### src/design/cxd_consts.svh
// Purpose: Constants for the extended command decoder
// Assumes: One byte per register, index = APB byte address / 4
// Notes: Definitions only
`ifndef CXD_CONSTS_SVH
`define CXD_CONSTS_SVH
// Register indices of the configuration bytes
`define CXD_A_ICE 6'h00
`define CXD_A_ICP 6'h01
`define CXD_A_DIR 6'h02
`define CXD_A_OPT 6'h03
`define CXD_A_CONV1 6'h04
`define CXD_A_CONV0 6'h05
`define CXD_A_OPT2 6'h06
`define CXD_A_SCHED 6'h07
`define CXD_A_BT1 6'h08
`define CXD_A_BT2 6'h09
`define CXD_A_BT3 6'h0A
`define CXD_A_PR1 6'h0B
`define CXD_A_PR2 6'h0C
`define CXD_A_T1 6'h0D
`define CXD_A_T2 6'h0E
`define CXD_A_D1 6'h0F
`define CXD_A_D2 6'h10
`define CXD_A_MASK 6'h11
`define CXD_A_F0 6'h15
`define CXD_A_F1 6'h19
`define CXD_A_TX0 6'h1D
`define CXD_A_TX1 6'h21
`define CXD_A_TX2 6'h25
`define CXD_CFG_TOP 6'h28
// Read-only status indices
`define CXD_A_FLAGS 6'h29
`define CXD_A_PINS 6'h2A
`define CXD_A_ERROR_FLAG_REG 6'h2B
`define CXD_A_TEC 6'h2C
`define CXD_A_REC 6'h2D
// User memory occupies indices 0x30..0x3F
`define CXD_MEM_SEG 2'h3
// Field positions
`define CXD_TXONE_BIT 5
`define CXD_STEN_BIT 7
`define CXD_STMS_BIT 6
`define CXD_ID_B3 3
// Reset values
`define CXD_CFG_RST 8'h00
`define CXD_SCHED_RST 8'h3F
// Function codes, requests
`define CXD_FC_ANA 3'h0
`define CXD_FC_CTRL 3'h1
`define CXD_FC_CFG 3'h2
`define CXD_FC_ERR 3'h3
`define CXD_FC_PWM 3'h4
`define CXD_FC_MEM0 3'h5
`define CXD_FC_MEM1 3'h6
`define CXD_FC_REG 3'h7
// Function codes, input messages
`define CXD_FC_WREG 3'h0
`define CXD_FC_TX0 3'h1
`define CXD_FC_TX1 3'h2
`define CXD_FC_TX2 3'h3
`define CXD_FC_WIO 3'h4
`define CXD_FC_MASK 3'h5
`define CXD_FC_F0 3'h6
`define CXD_FC_F1 3'h7
// Byte counts
`define CXD_N_ANA 4'h8
`define CXD_N_CTRL 4'h7
`define CXD_N_CFG 4'h5
`define CXD_N_ERR 4'h3
`define CXD_N_PWM 4'h6
`define CXD_N_REG 4'h1
`define CXD_N_EDGE 4'h2
`define CXD_N_NONE 4'h0
`define CXD_N_WREG 4'h3
`define CXD_N_WID 4'h4
`define CXD_N_WIO 4'h5
`endif

### src/design/cxd_pkg.sv
// Purpose: Types shared by the command decoder files
// Assumes: Extended frames only
// Notes: Data byte 0 sits in bits 7:0
package cxd_pkg;
  // One CAN frame as seen by the controller
  typedef struct packed {
    logic [28:0] id;
    logic rtr;
    logic ide;
    logic [3:0] dlc;
    logic [7:0][7:0] data;
  } cxd_frame_t;
  // Live device state sampled for answers
  typedef struct packed {
    logic [7:0] flags;
    logic [7:0] pins;
    logic [7:0] error_flag_reg;
    logic [7:0] tx_error_count;
    logic [7:0] rx_error_count;
  } cxd_status_t;
  // Converter results
  typedef struct packed {
    logic [7:0] a23l;
    logic [7:0] a3h;
    logic [7:0] a2h;
    logic [7:0] a01l;
    logic [7:0] a1h;
    logic [7:0] a0h;
  } cxd_analog_t;
  // Answer sequencer states
  typedef enum logic [1:0] {st_idle, st_fetch, st_build} cxd_state_t;
endpackage

### src/design/cxd_mem.sv
// Purpose: User memory, byte lanes by bit mask
// Assumes: One write and one read port
// Notes: Read data is registered
`timescale 1ns/10ps
`default_nettype none
module cxd_mem #(
  parameter int WORDS = 2,
  parameter int W = 64
) (
  input wire logic pclk, // Clock
  input wire logic presetn, // Async reset, low
  input wire logic we, // Write strobe
  input wire logic [$clog2(WORDS)-1:0] wa, // Write word
  input wire logic [W-1:0] wd, // Write data
  input wire logic [W-1:0] wm, // Bit write mask
  input wire logic [$clog2(WORDS)-1:0] ra, // Read word
  output logic [W-1:0] rd // Registered read data
);
  logic [W-1:0] mem [WORDS]; // Storage

  // Masked write and registered read
  always_ff @(posedge pclk or negedge presetn) begin
    if (!presetn) begin
      for (int i = 0; i < WORDS; i++) begin
        mem[i] <= '0;
      end
      rd <= '0;
    end else begin
      if (we) begin
        mem[wa] <= (mem[wa] & ~wm) | (wd & wm);
      end
      rd <= mem[ra];
    end
  end
endmodule
`default_nettype wire

### src/design/cxd_txarb.sv
// Purpose: Fixed-priority transmit queue, highest index first
// Assumes: Loads are one-cycle pulses
// Notes: A load in the send cycle keeps the entry pending
`timescale 1ns/10ps
`default_nettype none
module cxd_txarb #(
  parameter int N = 4
) (
  input wire logic pclk, // Clock
  input wire logic presetn, // Async reset, low
  input wire logic [N-1:0] load, // Queue request per entry
  input wire cxd_pkg::cxd_frame_t [N-1:0] frames, // Frame per entry
  input wire logic tx_ready, // Controller takes frame
  output logic tx_valid, // Frame offered
  output cxd_pkg::cxd_frame_t tx_frame, // Offered frame
  output logic [N-1:0] pend // Entries waiting
);
  import cxd_pkg::*;
  localparam int IW = $clog2(N);
  cxd_frame_t [N-1:0] held; // Latched frames
  logic [IW-1:0] cur; // Entry being sent
  logic [IW-1:0] top; // Highest pending entry
  logic done; // Frame handed over

  assign done = tx_valid && tx_ready;

  // Highest index wins
  always_comb begin
    top = '0;
    for (int i = 0; i < N; i++) begin
      if (pend[i]) begin
        top = IW'(i);
      end
    end
  end

  // Per entry pending flag; set beats clear
  for (genvar g = 0; g < N; g++) begin : g_ent
    always_ff @(posedge pclk or negedge presetn) begin
      if (!presetn) begin
        pend[g] <= 1'b0;
        held[g] <= '0;
      end else if (load[g]) begin
        pend[g] <= 1'b1;
        held[g] <= frames[g];
      end else if (done && cur == IW'(g)) begin
        pend[g] <= 1'b0;
      end
    end
  end

  // Offer one frame at a time, held until taken
  always_ff @(posedge pclk or negedge presetn) begin
    if (!presetn) begin
      tx_valid <= 1'b0;
      cur <= '0;
      tx_frame <= '0;
    end else if (done) begin
      tx_valid <= 1'b0;
    end else if (!tx_valid && |pend) begin
      tx_valid <= 1'b1;
      cur <= top;
      tx_frame <= held[top];
    end
  end
endmodule
`default_nettype wire

### src/design/cxd_decoder.sv
// Purpose: Decode extended command frames, answer requests, queue auto frames
// Assumes: Frames from a CAN controller already passed acceptance
// Notes: Registers over APB, one byte per aligned word
// Operation
// - Low three ident bits select request kind
// - Code 001 returns seven control bytes
// - Code 010 returns direction, pins, timing
// - Code 011 returns error flags and counters
// - Code 100 returns six PWM bytes
// - Codes 101, 110 return user memory halves
// - Answer: data frame, extended, echoed code
// - Data request: length zero, bit3 set
// - Remote request: length equals answer count
// - Code 000 input writes masked register
// - Codes 001-011 load transmit slot idents
// - Code 100 loads five I/O config bytes
// - Code 101 loads acceptance mask
// - Codes 110, 111 load filters 0, 1
// - Four automatic frame kinds start internally
// - Slot 2 highest, all pending sent
// - Input edge sends slot 2, two bytes, eight with a same-cycle analog crossing
// - Analog crossing sends slot 2, eight bytes
// - Enabled error event sends slot 1
// - Scheduled frame slot 0, none or eight
//
// The implementer's own choices: the register offsets and the APB slave port.
`timescale 1ns/10ps
`default_nettype none
`include "cxd_consts.svh"
module cxd_decoder (
  input wire logic pclk, // Clock, 25 MHz
  input wire logic presetn, // Async reset, low
  input wire logic psel, // APB select
  input wire logic penable, // APB enable
  input wire logic pwrite, // APB direction
  input wire logic [7:0] paddr, // APB byte address
  input wire logic [31:0] pwdata, // APB write data
  output logic [31:0] prdata, // APB read data
  output logic pready, // APB ready
  output logic pslverr, // APB error, unmapped
  input wire logic rx_valid, // Received frame offered
  output logic rx_ready, // Frame taken
  input wire cxd_pkg::cxd_frame_t rx_frame, // Received frame
  output logic tx_valid, // Frame to send
  input wire logic tx_ready, // Controller takes it
  output cxd_pkg::cxd_frame_t tx_frame, // Frame to send
  input wire cxd_pkg::cxd_status_t status, // Live status bytes
  input wire cxd_pkg::cxd_analog_t analog, // Converter results
  input wire logic edge_event, // Input edge pulse
  input wire logic analog_event, // Threshold crossing pulse
  input wire logic error_event, // Error state pulse
  input wire logic sched_tick // Schedule interval pulse
);
  import cxd_pkg::*;

  logic [7:0] cfg [0:`CXD_CFG_TOP]; // Configuration bytes
  cxd_state_t state; // Answer sequencer
  logic [28:0] req_id; // Latched request ident
  logic req_rtr; // Latched remote flag
  wire [2:0] fc = rx_frame.id[2:0]; // Function code
  logic [3:0] in_cnt; // Input message length
  logic [5:0] blk_base; // Block write base
  logic is_req, is_cmd, take, cmd, blk_we, reg_we, cmd_mem;
  wire [7:0] wr_addr = rx_frame.data[0]; // Write target
  wire [7:0] wr_mask = rx_frame.data[1]; // Write mask
  wire [7:0] wr_val = rx_frame.data[2]; // Write value
  logic [5:0] idx; // APB register index
  logic is_mem, mapped, apb_ok, apb_we;
  logic mem_we, mem_wa, mem_ra;
  logic [63:0] mem_wd, mem_wm, mem_rd;
  logic [7:0] reg_val; // Single register answer
  logic [63:0] ana_bytes; // Analog answer payload
  cxd_frame_t ans; // Answer frame
  cxd_frame_t [3:0] slot_f; // Queue entries
  logic [3:0] slot_ld, pend;

  // Answer byte count per request code
  function automatic logic [3:0] cnt_of(input logic [2:0] f);
    unique case (f)
      `CXD_FC_ANA, `CXD_FC_MEM0, `CXD_FC_MEM1: cnt_of = `CXD_N_ANA;
      `CXD_FC_CTRL: cnt_of = `CXD_N_CTRL;
      `CXD_FC_CFG: cnt_of = `CXD_N_CFG;
      `CXD_FC_ERR: cnt_of = `CXD_N_ERR;
      `CXD_FC_PWM: cnt_of = `CXD_N_PWM;
      `CXD_FC_REG: cnt_of = `CXD_N_REG;
    endcase
  endfunction

  // Register byte by index, status included
  function automatic logic [7:0] reg_byte(input logic [5:0] a);
    unique case (a)
      `CXD_A_FLAGS: reg_byte = status.flags;
      `CXD_A_PINS: reg_byte = status.pins;
      `CXD_A_ERROR_FLAG_REG: reg_byte = status.error_flag_reg;
      `CXD_A_TEC: reg_byte = status.tx_error_count;
      `CXD_A_REC: reg_byte = status.rx_error_count;
      default: reg_byte = (a <= `CXD_CFG_TOP) ? cfg[a] : 8'h00;
    endcase
  endfunction

  // Transmit ident from four slot bytes
  function automatic logic [28:0] slot_id(input logic [5:0] b);
    slot_id = {cfg[b], cfg[b + 6'h01][7:5], cfg[b + 6'h01][1:0],
               cfg[b + 6'h02], cfg[b + 6'h03]};
  endfunction

  // Input message length and target block
  always_comb begin
    in_cnt = `CXD_N_WID;
    blk_base = `CXD_A_TX0;
    unique case (fc)
      `CXD_FC_WREG: in_cnt = `CXD_N_WREG;
      `CXD_FC_TX0: blk_base = `CXD_A_TX0;
      `CXD_FC_TX1: blk_base = `CXD_A_TX1;
      `CXD_FC_TX2: blk_base = `CXD_A_TX2;
      `CXD_FC_WIO: begin
        in_cnt = `CXD_N_WIO;
        blk_base = `CXD_A_ICE;
      end
      `CXD_FC_MASK: blk_base = `CXD_A_MASK;
      `CXD_FC_F0: blk_base = `CXD_A_F0;
      `CXD_FC_F1: blk_base = `CXD_A_F1;
    endcase
  end

  // Frame classification; anything else is dropped
  assign is_req = rx_frame.ide && (rx_frame.rtr ? rx_frame.dlc == cnt_of(fc)
                  : (rx_frame.dlc == `CXD_N_NONE && rx_frame.id[`CXD_ID_B3]));
  assign is_cmd = rx_frame.ide && !rx_frame.rtr && rx_frame.dlc == in_cnt;
  assign rx_ready = (state == st_idle) && !pend[3];
  assign take = rx_valid && rx_ready;
  assign cmd = take && is_cmd;
  assign blk_we = cmd && fc != `CXD_FC_WREG;
  assign reg_we = cmd && fc == `CXD_FC_WREG && wr_addr <= {2'h0, `CXD_CFG_TOP};
  assign cmd_mem = cmd && fc == `CXD_FC_WREG && wr_addr[7:4] == {2'h0, `CXD_MEM_SEG};

  // Configuration bytes: frame writes first, then APB
  always_ff @(posedge pclk or negedge presetn) begin
    if (!presetn) begin
      for (int i = 0; i <= `CXD_CFG_TOP; i++) begin
        cfg[i] <= `CXD_CFG_RST;
      end
      cfg[`CXD_A_SCHED] <= `CXD_SCHED_RST;
    end else begin
      for (int i = 0; i <= `CXD_CFG_TOP; i++) begin
        if (blk_we && (6'(i) - blk_base) < 6'(in_cnt)) begin
          cfg[i] <= rx_frame.data[3'(6'(i) - blk_base)];
        end else if (reg_we && wr_addr == 8'(i)) begin
          cfg[i] <= (cfg[i] & ~wr_mask) | (wr_val & wr_mask);
        end else if (apb_we && idx == 6'(i)) begin
          cfg[i] <= pwdata[7:0];
        end
      end
    end
  end

  // User memory port; frame write wins over APB
  assign mem_we = cmd_mem || (apb_we && is_mem);
  assign mem_wa = cmd_mem ? wr_addr[3] : idx[3];
  assign mem_wd = cmd_mem ? {8{wr_val}} : {8{pwdata[7:0]}};
  assign mem_wm = (cmd_mem ? {56'h0, wr_mask} : 64'h00000000000000FF)
                  << {(cmd_mem ? wr_addr[2:0] : idx[2:0]), 3'h0};
  assign mem_ra = (state == st_fetch) ? ((req_id[2:0] == `CXD_FC_REG) ? req_id[11]
                  : req_id[2:0] == `CXD_FC_MEM1) : idx[3];

  cxd_mem #(.WORDS(2), .W(64)) u_mem (
    .pclk(pclk),
    .presetn(presetn),
    .we(mem_we),
    .wa(mem_wa),
    .wd(mem_wd),
    .wm(mem_wm),
    .ra(mem_ra),
    .rd(mem_rd)
  );

  // Request sequencer: take, fetch memory, build answer
  always_ff @(posedge pclk or negedge presetn) begin
    if (!presetn) begin
      state <= st_idle;
    end else begin
      unique case (state)
        st_idle: if (take && is_req) begin
          state <= st_fetch;
        end
        st_fetch: state <= st_build;
        st_build: state <= st_idle;
      endcase
    end
  end

  // Latch the request ident and form
  always_ff @(posedge pclk or negedge presetn) begin
    if (!presetn) begin
      req_id <= '0;
      req_rtr <= 1'b0;
    end else if (take && is_req) begin
      req_id <= rx_frame.id;
      req_rtr <= rx_frame.rtr;
    end
  end

  assign ana_bytes = {analog.a23l, analog.a3h, analog.a2h, analog.a01l,
                      analog.a1h, analog.a0h, status.pins, status.flags};

  // Single register value; address rides in ident bits 15:8
  always_comb begin
    if (req_id[15:12] == {2'h0, `CXD_MEM_SEG}) begin
      reg_val = mem_rd[{req_id[10:8], 3'h0} +: 8];
    end else if (req_id[15:14] == 2'h0) begin
      reg_val = reg_byte(req_id[13:8]);
    end else begin
      reg_val = 8'h00;
    end
  end

  // Answer frame for the latched request
  always_comb begin
    ans = '0;
    ans.id = {req_id[28:4], req_id[3] & req_rtr, req_id[2:0]};
    ans.ide = 1'b1;
    ans.dlc = cnt_of(req_id[2:0]);
    unique case (req_id[2:0])
      `CXD_FC_ANA: ans.data = ana_bytes;
      `CXD_FC_CTRL: ans.data = {8'h00, cfg[`CXD_A_ICP], cfg[`CXD_A_ICE], cfg[`CXD_A_SCHED],
                                cfg[`CXD_A_OPT2], cfg[`CXD_A_OPT], cfg[`CXD_A_CONV1],
                                cfg[`CXD_A_CONV0]};
      `CXD_FC_CFG: ans.data = {24'h0, cfg[`CXD_A_BT3], cfg[`CXD_A_BT2], cfg[`CXD_A_BT1],
                               status.pins, cfg[`CXD_A_DIR]};
      `CXD_FC_ERR: ans.data = {40'h0, status.rx_error_count, status.tx_error_count, status.error_flag_reg};
      `CXD_FC_PWM: ans.data = {16'h0, cfg[`CXD_A_D2], cfg[`CXD_A_D1], cfg[`CXD_A_T2],
                               cfg[`CXD_A_T1], cfg[`CXD_A_PR2], cfg[`CXD_A_PR1]};
      `CXD_FC_MEM0, `CXD_FC_MEM1: ans.data = mem_rd;
      `CXD_FC_REG: ans.data = {56'h0, reg_val};
    endcase
  end

  // Queue entries: 3 answer, 2 edge/analog, 1 error, 0 schedule
  always_comb begin
    slot_f = '0;
    slot_f[3] = ans;
    slot_f[2].id = slot_id(`CXD_A_TX2);
    slot_f[2].ide = 1'b1;
    slot_f[2].dlc = analog_event ? `CXD_N_ANA : `CXD_N_EDGE;
    slot_f[2].data = analog_event ? ana_bytes : {48'h0, status.pins, status.flags};
    slot_f[1].id = slot_id(`CXD_A_TX1);
    slot_f[1].ide = 1'b1;
    slot_f[1].dlc = `CXD_N_ERR;
    slot_f[1].data = {40'h0, status.rx_error_count, status.tx_error_count, status.error_flag_reg};
    slot_f[0].id = slot_id(`CXD_A_TX0);
    slot_f[0].ide = 1'b1;
    if (cfg[`CXD_A_SCHED][`CXD_STMS_BIT]) begin
      slot_f[0].dlc = `CXD_N_ANA;
      slot_f[0].data = ana_bytes;
    end
  end

  // Event sources for the queue
  assign slot_ld = {state == st_build, edge_event || analog_event,
                    error_event && cfg[`CXD_A_OPT2][`CXD_TXONE_BIT],
                    sched_tick && cfg[`CXD_A_SCHED][`CXD_STEN_BIT]};

  cxd_txarb #(.N(4)) u_arb (
    .pclk(pclk),
    .presetn(presetn),
    .load(slot_ld),
    .frames(slot_f),
    .tx_ready(tx_ready),
    .tx_valid(tx_valid),
    .tx_frame(tx_frame),
    .pend(pend)
  );

  // APB decode; memory reads wait for their own read cycle
  assign idx = paddr[7:2];
  assign is_mem = idx[5:4] == `CXD_MEM_SEG;
  assign mapped = is_mem || idx <= `CXD_A_REC;
  assign pready = !cmd && (!is_mem || pwrite || apb_ok);
  assign pslverr = psel && penable && !mapped;
  assign apb_we = psel && penable && pwrite && pready && mapped;
  assign prdata = !mapped ? 32'h0 : {24'h0, is_mem ? mem_rd[{idx[2:0], 3'h0} +: 8]
                                                 : reg_byte(idx)};

  // Memory read data belongs to APB when last cycle was not a fetch
  always_ff @(posedge pclk or negedge presetn) begin
    if (!presetn) begin
      apb_ok <= 1'b0;
    end else begin
      apb_ok <= psel && (state != st_fetch);
    end
  end

  // Checks
  logic [5:0] chk_a; // Write target of the previous cycle
  logic [7:0] exp_byte; // Expected masked result
  assign exp_byte = (reg_byte(wr_addr[5:0]) & ~wr_mask) | (wr_val & wr_mask);
  always_ff @(posedge pclk or negedge presetn) begin
    if (!presetn) begin
      chk_a <= 6'h00;
    end else begin
      chk_a <= wr_addr[5:0];
    end
  end
endmodule
`default_nettype wire

### config.mk
export PLATFORM = sky130hd
export DESIGN_NAME = cxd_decoder
export DESIGN_NICKNAME = d
export VERILOG_FILES = /design/src/design/cxd_pkg.sv /design/src/design/cxd_mem.sv /design/src/design/cxd_txarb.sv /design/src/design/cxd_decoder.sv
export VERILOG_INCLUDE_DIRS = /design/src /design/src/design
export SDC_FILE = /design/constraint.sdc
export NUM_CORES = 2
export LEC_CHECK = 0
export CAP_MARGIN = 30
export CORE_UTILIZATION = 25
export DETAILED_ROUTE_END_ITERATION = 7
export DONT_BUFFER_PORTS = 1
export PLACE_DENSITY_LB_ADDON = 0.08
export SETUP_SLACK_MARGIN = 0.05
export SYNTH_ARGS = -nofsm -noshare
export SYNTH_HDL_FRONTEND = slang
export SYNTH_SLANG_ARGS = --single-unit
### constraint.sdc
create_clock -name pclk -period 6.5 [get_ports pclk]
set_input_delay 0.325 -clock pclk [delete_from_list [all_inputs] [get_ports pclk]]
set_output_delay 0.325 -clock pclk [all_outputs]
set_load 0.02 [all_outputs]
; After elaboration in Yosys (flattened, before gate mapping)
; Memory sizes are Yosys's and may differ from the RTL's. A register that Yosys moved wholly into a read port is not among the register bits.
; Cells that the tools add are included.
[totals]
romBits = 64
register_bits = 1004
wordCells = 931
inputBits = 238
out_inout_bits = 135
n_memories = 2
[mem_list]
columns = name, depth, width, rd, rd_clocked_by_memory_dff, wr, line_no
row1 = (no name shown), 8, 4, 1, 1, 0, cxd_decoder.sv:79  ; unique case (f)
row2 = (no name shown), 8, 4, 1, 0, 0, cxd_decoder.sv:79
[op_classes]
n_reduce_logical = 222
bitwise = 94
n_shift = 3
order_cmp = 92
add_sub_neg = 41
n_eq_ne = 115
n_mux = 258
[op_table]
columns = cell, n
row1 = 8-bit 2-to-1 mux, 175
row2 = 8-bit binary-select mux with 3-bit select, 41
row3 = 64-bit 2-to-1 mux, 9
row4 = 64-bit case mux with 7 select lines, 1
row5 = 8-bit AND, 42
row6 = 8-bit bitwise OR, 41
row7 = 6-bit by 4-bit less-than comparator with 1-bit output, 41
row8 = 99-bit binary-select mux with 2-bit select, 1
row9 = "3-bit by 4-bit less-than comparator with 1-bit output, second input constant", 41
row10 = 1-bit logical AND, 152
row11 = 64-bit AND, 2
row12 = 128-bit bitwise mux, 1
row13 = "8-bit by 5-bit equality test with 1-bit output, second input constant", 16
row14 = 64-bit by 7-bit indexed part select with 8-bit output, 2
row15 = 3-bit nonzero test, 42
row16 = "6-bit equality test, second input constant", 19
row17 = 99-bit 2-to-1 mux, 1
row18 = 8-bit binary-select mux with 6-bit select, 2
row19 = "6-bit by 5-bit equality test with 1-bit output, second input constant", 16
row20 = "5-bit by 6-bit subtractor with 6-bit output, first input constant", 16
row21 = 8-bit case mux with 5 select lines, 2
row22 = "8-bit by 6-bit equality test with 1-bit output, second input constant", 9
row23 = 68-bit 2-to-1 mux, 1
row24 = 64-bit demux with 1-bit select, 1
row25 = other kinds (53), 151

; Longest topological paths before layout
[depth]
ltp_word = 15
ltp_mapped = 19
depth_no_buf = 15

; Modules after synthesis
; Synthesis repeated with hierarchy kept, for this count alone.
[unflattened]
cells_unflattened = 5774
area_unflattened_um2 = 65884.4
[by_module_without_submodules]
columns = module, n_inst, area_per_inst_um2, cells_per_inst, seq_area_each_um2
row1 = cxd_decoder, 1, 36726.5, 3812, 9041.2
row2 = cxd_txarb, 1, 21160.3, 1415, 12562.0
row3 = cxd_mem, 1, 7997.7, 547, 4804.6

; Worst setup path after synthesis
; Ideal clock, no wire load.
[synth_timing]
path_type = input-to-reg
from = input rx_frame[70] in the netlist's numbering
to = register (tool-made name)
stages = 18
path_buffers = 5
slack_ns = 2.017
arrival_ns = 4.359
setup_time_ns = 0.125
required_ns = 6.375
path_cell_list = ha_1 clkbuf_1 buf_2 o21ai_0 o21ai_1 clkbuf_1 inv_1 ha_1 clkbuf_1 inv_2 ha_1 nor3_1 and3_1 nand3_1 or3_1 clkbuf_1 mux2i_1 mux2_2
[synth_rtl]
columns = item, line_no
row1 = start: declaration, cxd_decoder.sv:43  ; input wire cxd_pkg::cxd_frame_t rx_frame,

==> metrics.cfg <==
[logic_synthesis]
syn_avg_cell_area_um2 = 10.2
ys_seq_area_share_pct = 40.5
syn-cell-area_um2 = 61800
synth_async_sr_flop_share_pct = 100
synth_cells = 6065
ys_warn_count = 0
ys_ff_latch = 1001
yosys_most_used_dff = dfrtp_1
synth_edf_count = 0
synth.distinct_cells = 102

[detailed_routing]
routed_via_density = 5.84
wl_mm = 366
drc = 0
drt_iter0_drc = 7089
via_count = 55300
ant_nets = 0
wl_per_cell_um = 38.7
drt-pass1-iter-count = 8

[setup_path]
worstPathCellList = inv_1 -> ha_1 -> buf_4 -> nand2b_1 -> inv_1 -> o21ai_1 -> a2111oi_1 -> nand3_1 -> mux2i_1 -> dlygate4sd3_1 -> o21ai_0 -> dlygate4sd3_1
cp_data_arrival_time_ns = 5.74
reg2reg_depth = 8
crit_required_ns = 7.19
reg2reg_slack_ns = 1.67
worst-path-buf-inv = 5
max_stage_delay_ns = 0.97
setup.worst_path.start_class = input pin
critical_path.top_delay_family = buffers and inverters
worst_r2r_startpoint = u_arb.pend[3]
critical_path_class = input pin to flop
cp-startpoint = rx_frame[70]
endpoint_kind = flop
slowest_stage = a2111oi_1
cp_max_fo = 12

[finish]
final_cells = 9469
syn_to_final_growth_pct = 18.2
fin_nets = 6370
design_area_um2 = 73100
drive_above_1_share_pct = 20.3

[placement]
port_buffers = 0
place.gp.congestion = 0.964
post-place-ws_ns = 1.25
hpwlAfterDp_mm = 246
dpl.cell_count = 8911
placed_area_um2 = 65400

[cts]
cts-resized-gates = 0
ctsLongestPathBuffers = 3
cts_root_buffer = clkbuf_16
cts_buffers = 135
cts.clk_slew.worst_paths_ns = 0.06
clock_sinks = 1001
cts_tree = yes
postCtsSetupBuffers = 0
cts_max_level = 4
clk_latency_ns = 0.80

[sta]
timing.hold.ws_ns = -0.00445
slew_headroom_pct = 19.2
setup-violations-final = 0
fin_crit_sh_pct = 77.8
finalCriticalPeriod_ns = 5.06
final-hold-violation-count = 1
final_max_slew_viol_count = 0
rsz0062_at_grt = no
fin_skew_ns = 0.0296
fmax_mhz = 198
setup-tns-final_ns = 0
max_slew.worst_pin.slew_ns = 1.21
setup_ws_ns = 1.44

[global_route]
grt_max_degree = 151
grt_pass1_wl_mm = 493
grt-ovfl-total = 0
grt_antenna_before_repair = 63
grt_pass1_vias = 52500
grt_util_all_layers_pct = 28.7

[power]
ir_drop_mv = 0.229
p_leak_nw = 31.9
power.density_nw_per_um2 = 297

[job]
maxCapViolCount = 0

[floorplanning]
core_area_um2 = 246000
initial_utilization_pct = 25.1
rows = 182
die_h_um = 499
io_pins = 373
die_x_um = 499
dieArea_um2 = 249000

[outcome]
outcome = finished, violations left
violations = negative hold slack

[hold_path]
whs_path_depth = 3
hp-start = pwdata[7]
hold_path.class = input pin to flop

worst max path at each step:
stage | to | slack [ns] | cells after the start
after floorplan | flop | 2.02 | 18
after global placement | flop | 1.33 | 11
after detailed placement | flop | 1.25 | 13
after CTS | flop | 1.67 | 12
after global routing | flop | 1.24 | 12
final | flop | 1.44 | 12
synthesized netlist by cell type (9+ instances only):
library cell,n,area (µm²)
a2111oi_0,14,123
a211oi_1,33,248
a21oi_1,446,2230
a221o_1,28,280
a221oi_1,54,473
a222oi_1,33,330
a22o_1,77,674
a22oi_1,120,901
a31o_2,9,78.8
a31oi_1,102,638
and2_1,23,144
and3_1,20,125
and4_1,13,114
buf_1,68,255
buf_2,109,546
buf_4,32,240
clkbuf_1,366,1370
dfrtp_1,995,24900
ha_1,19,238
inv_1,67,251
mux2_2,582,6550
mux2i_1,783,7840
mux4_2,137,3090
nand2_1,431,1620
nand2b_1,83,519
nand3_1,52,260
nand3_2,13,130
nand4_1,36,225
nor2_1,357,1340
nor2b_1,31,194
nor3_1,29,145
nor4_1,23,144
o2111ai_1,9,78.8
o211ai_1,36,270
o21ai_0,609,3050
o21bai_1,9,67.6
o22ai_1,13,81.3
o31ai_1,12,90.1
o32ai_1,11,96.3
or2_2,11,68.8
or3_1,11,68.8
placed cells by master, fill, tap and decap left out, drive strengths merged, types with 31 or more instances in the layout:
cell         synthesis  final
nor2b               31     31
nand2b              83     83
mux2               590    590
a31oi              102    102
nand4               40     40
nor4                34     34
nor3                35     35
nand2              433    433
mux4               137    137
a222oi              33     33
o211ai              40     40
dlygate4sd3          0    264
a211oi              33     33
a221oi              54     54
nor2               359    359
buf                210    199
a22o                77     77
dfrtp              995    995
clkbuf             367    206
mux2i              783    783
inv                 69     77
a21oi              446    446
nand3               65     65
a22oi              120    120
o21ai              616    616
kinds of logic (layout without fill, tap and decap cells):
| group | after synthesis | in the layout | share of synthesized area [%] |
|---|---|---|---|
| buffers and inverters | 647 | 781 | 4.36 |
| adders and majority gates | 19 | 19 | 0.384 |
| DFF | 1001 | 1001 | 40.5 |
| and+or+nand+nor | 1189 | 1189 | 9.28 |
| AOI/OAI and AO/OA | 1689 | 1689 | 16.9 |
| other | 1 | 51 | 0.00606 |
| xor gates and xnor gates | 9 | 9 | 0.170 |
| muxes | 1510 | 1510 | 28.4 |
metal layers:
metal	GRT usage, %	up-vias	share of wire (%)
met3	7.46	474	9.4
li1	-	22800	-
met4	9.55	26	3.6
met1	42.6	29200	47
met2	39.5	2840	40
met5	0	-	0.048
power breakdown:
group | total (W) | switching, W | internal, W | leakage, nW
Clock | 0.00782 | 0.00328 | 0.00454 | 2.23
Sequential | 0.00858 | 0.00141 | 0.00716 | 13.3
Combinational | 0.00535 | 0.00351 | 0.00184 | 16.4
worst reg2reg max path, delay by kind of cell, from the launching register on:
kind / cells / cell delay, ns
AOI/OAI and AO/OA: 2 / 0.92
buffers and inverters: 2 / 1.14
DFF: 1 / 0.88
muxes: 1 / 0.31
and+or+nand+nor: 3 / 1.46
layout make-up:
class                           count  area, µm²
Antenna cell                       26       65.1
Clock buffer                      205       4010
Clock inverter                     42        507
Fill cell                       25600     173000
Inverter                           70        263
Multi-Input combinational cell   4441      34400
Sequential cell                  1001      25100
Tap cell                         3220       4030
Timing Repair Buffer              464       4740
repair_timing:
action | 4_1_cts | 5_1_grt
endpoints found under the hold margin | 702 | 1
endpoints found under the setup margin | 0 | 0
hold buffers | 281 | 1
through the flow:
stage	util (%)	hold slack, ns	total power, W
2_1_floorplan	-	0.0294	0.0111
3_3_place_gp	26.5	0.341	0.0135
3_5_place_dp	26.6	0.348	0.0136
4_1_cts	29.7	0.0000615	0.0218
5_1_grt	29.7	0.0193	0.0225
6_report	29.7	-0.00445	0.0217
Power figures use the tool's default switching activity.
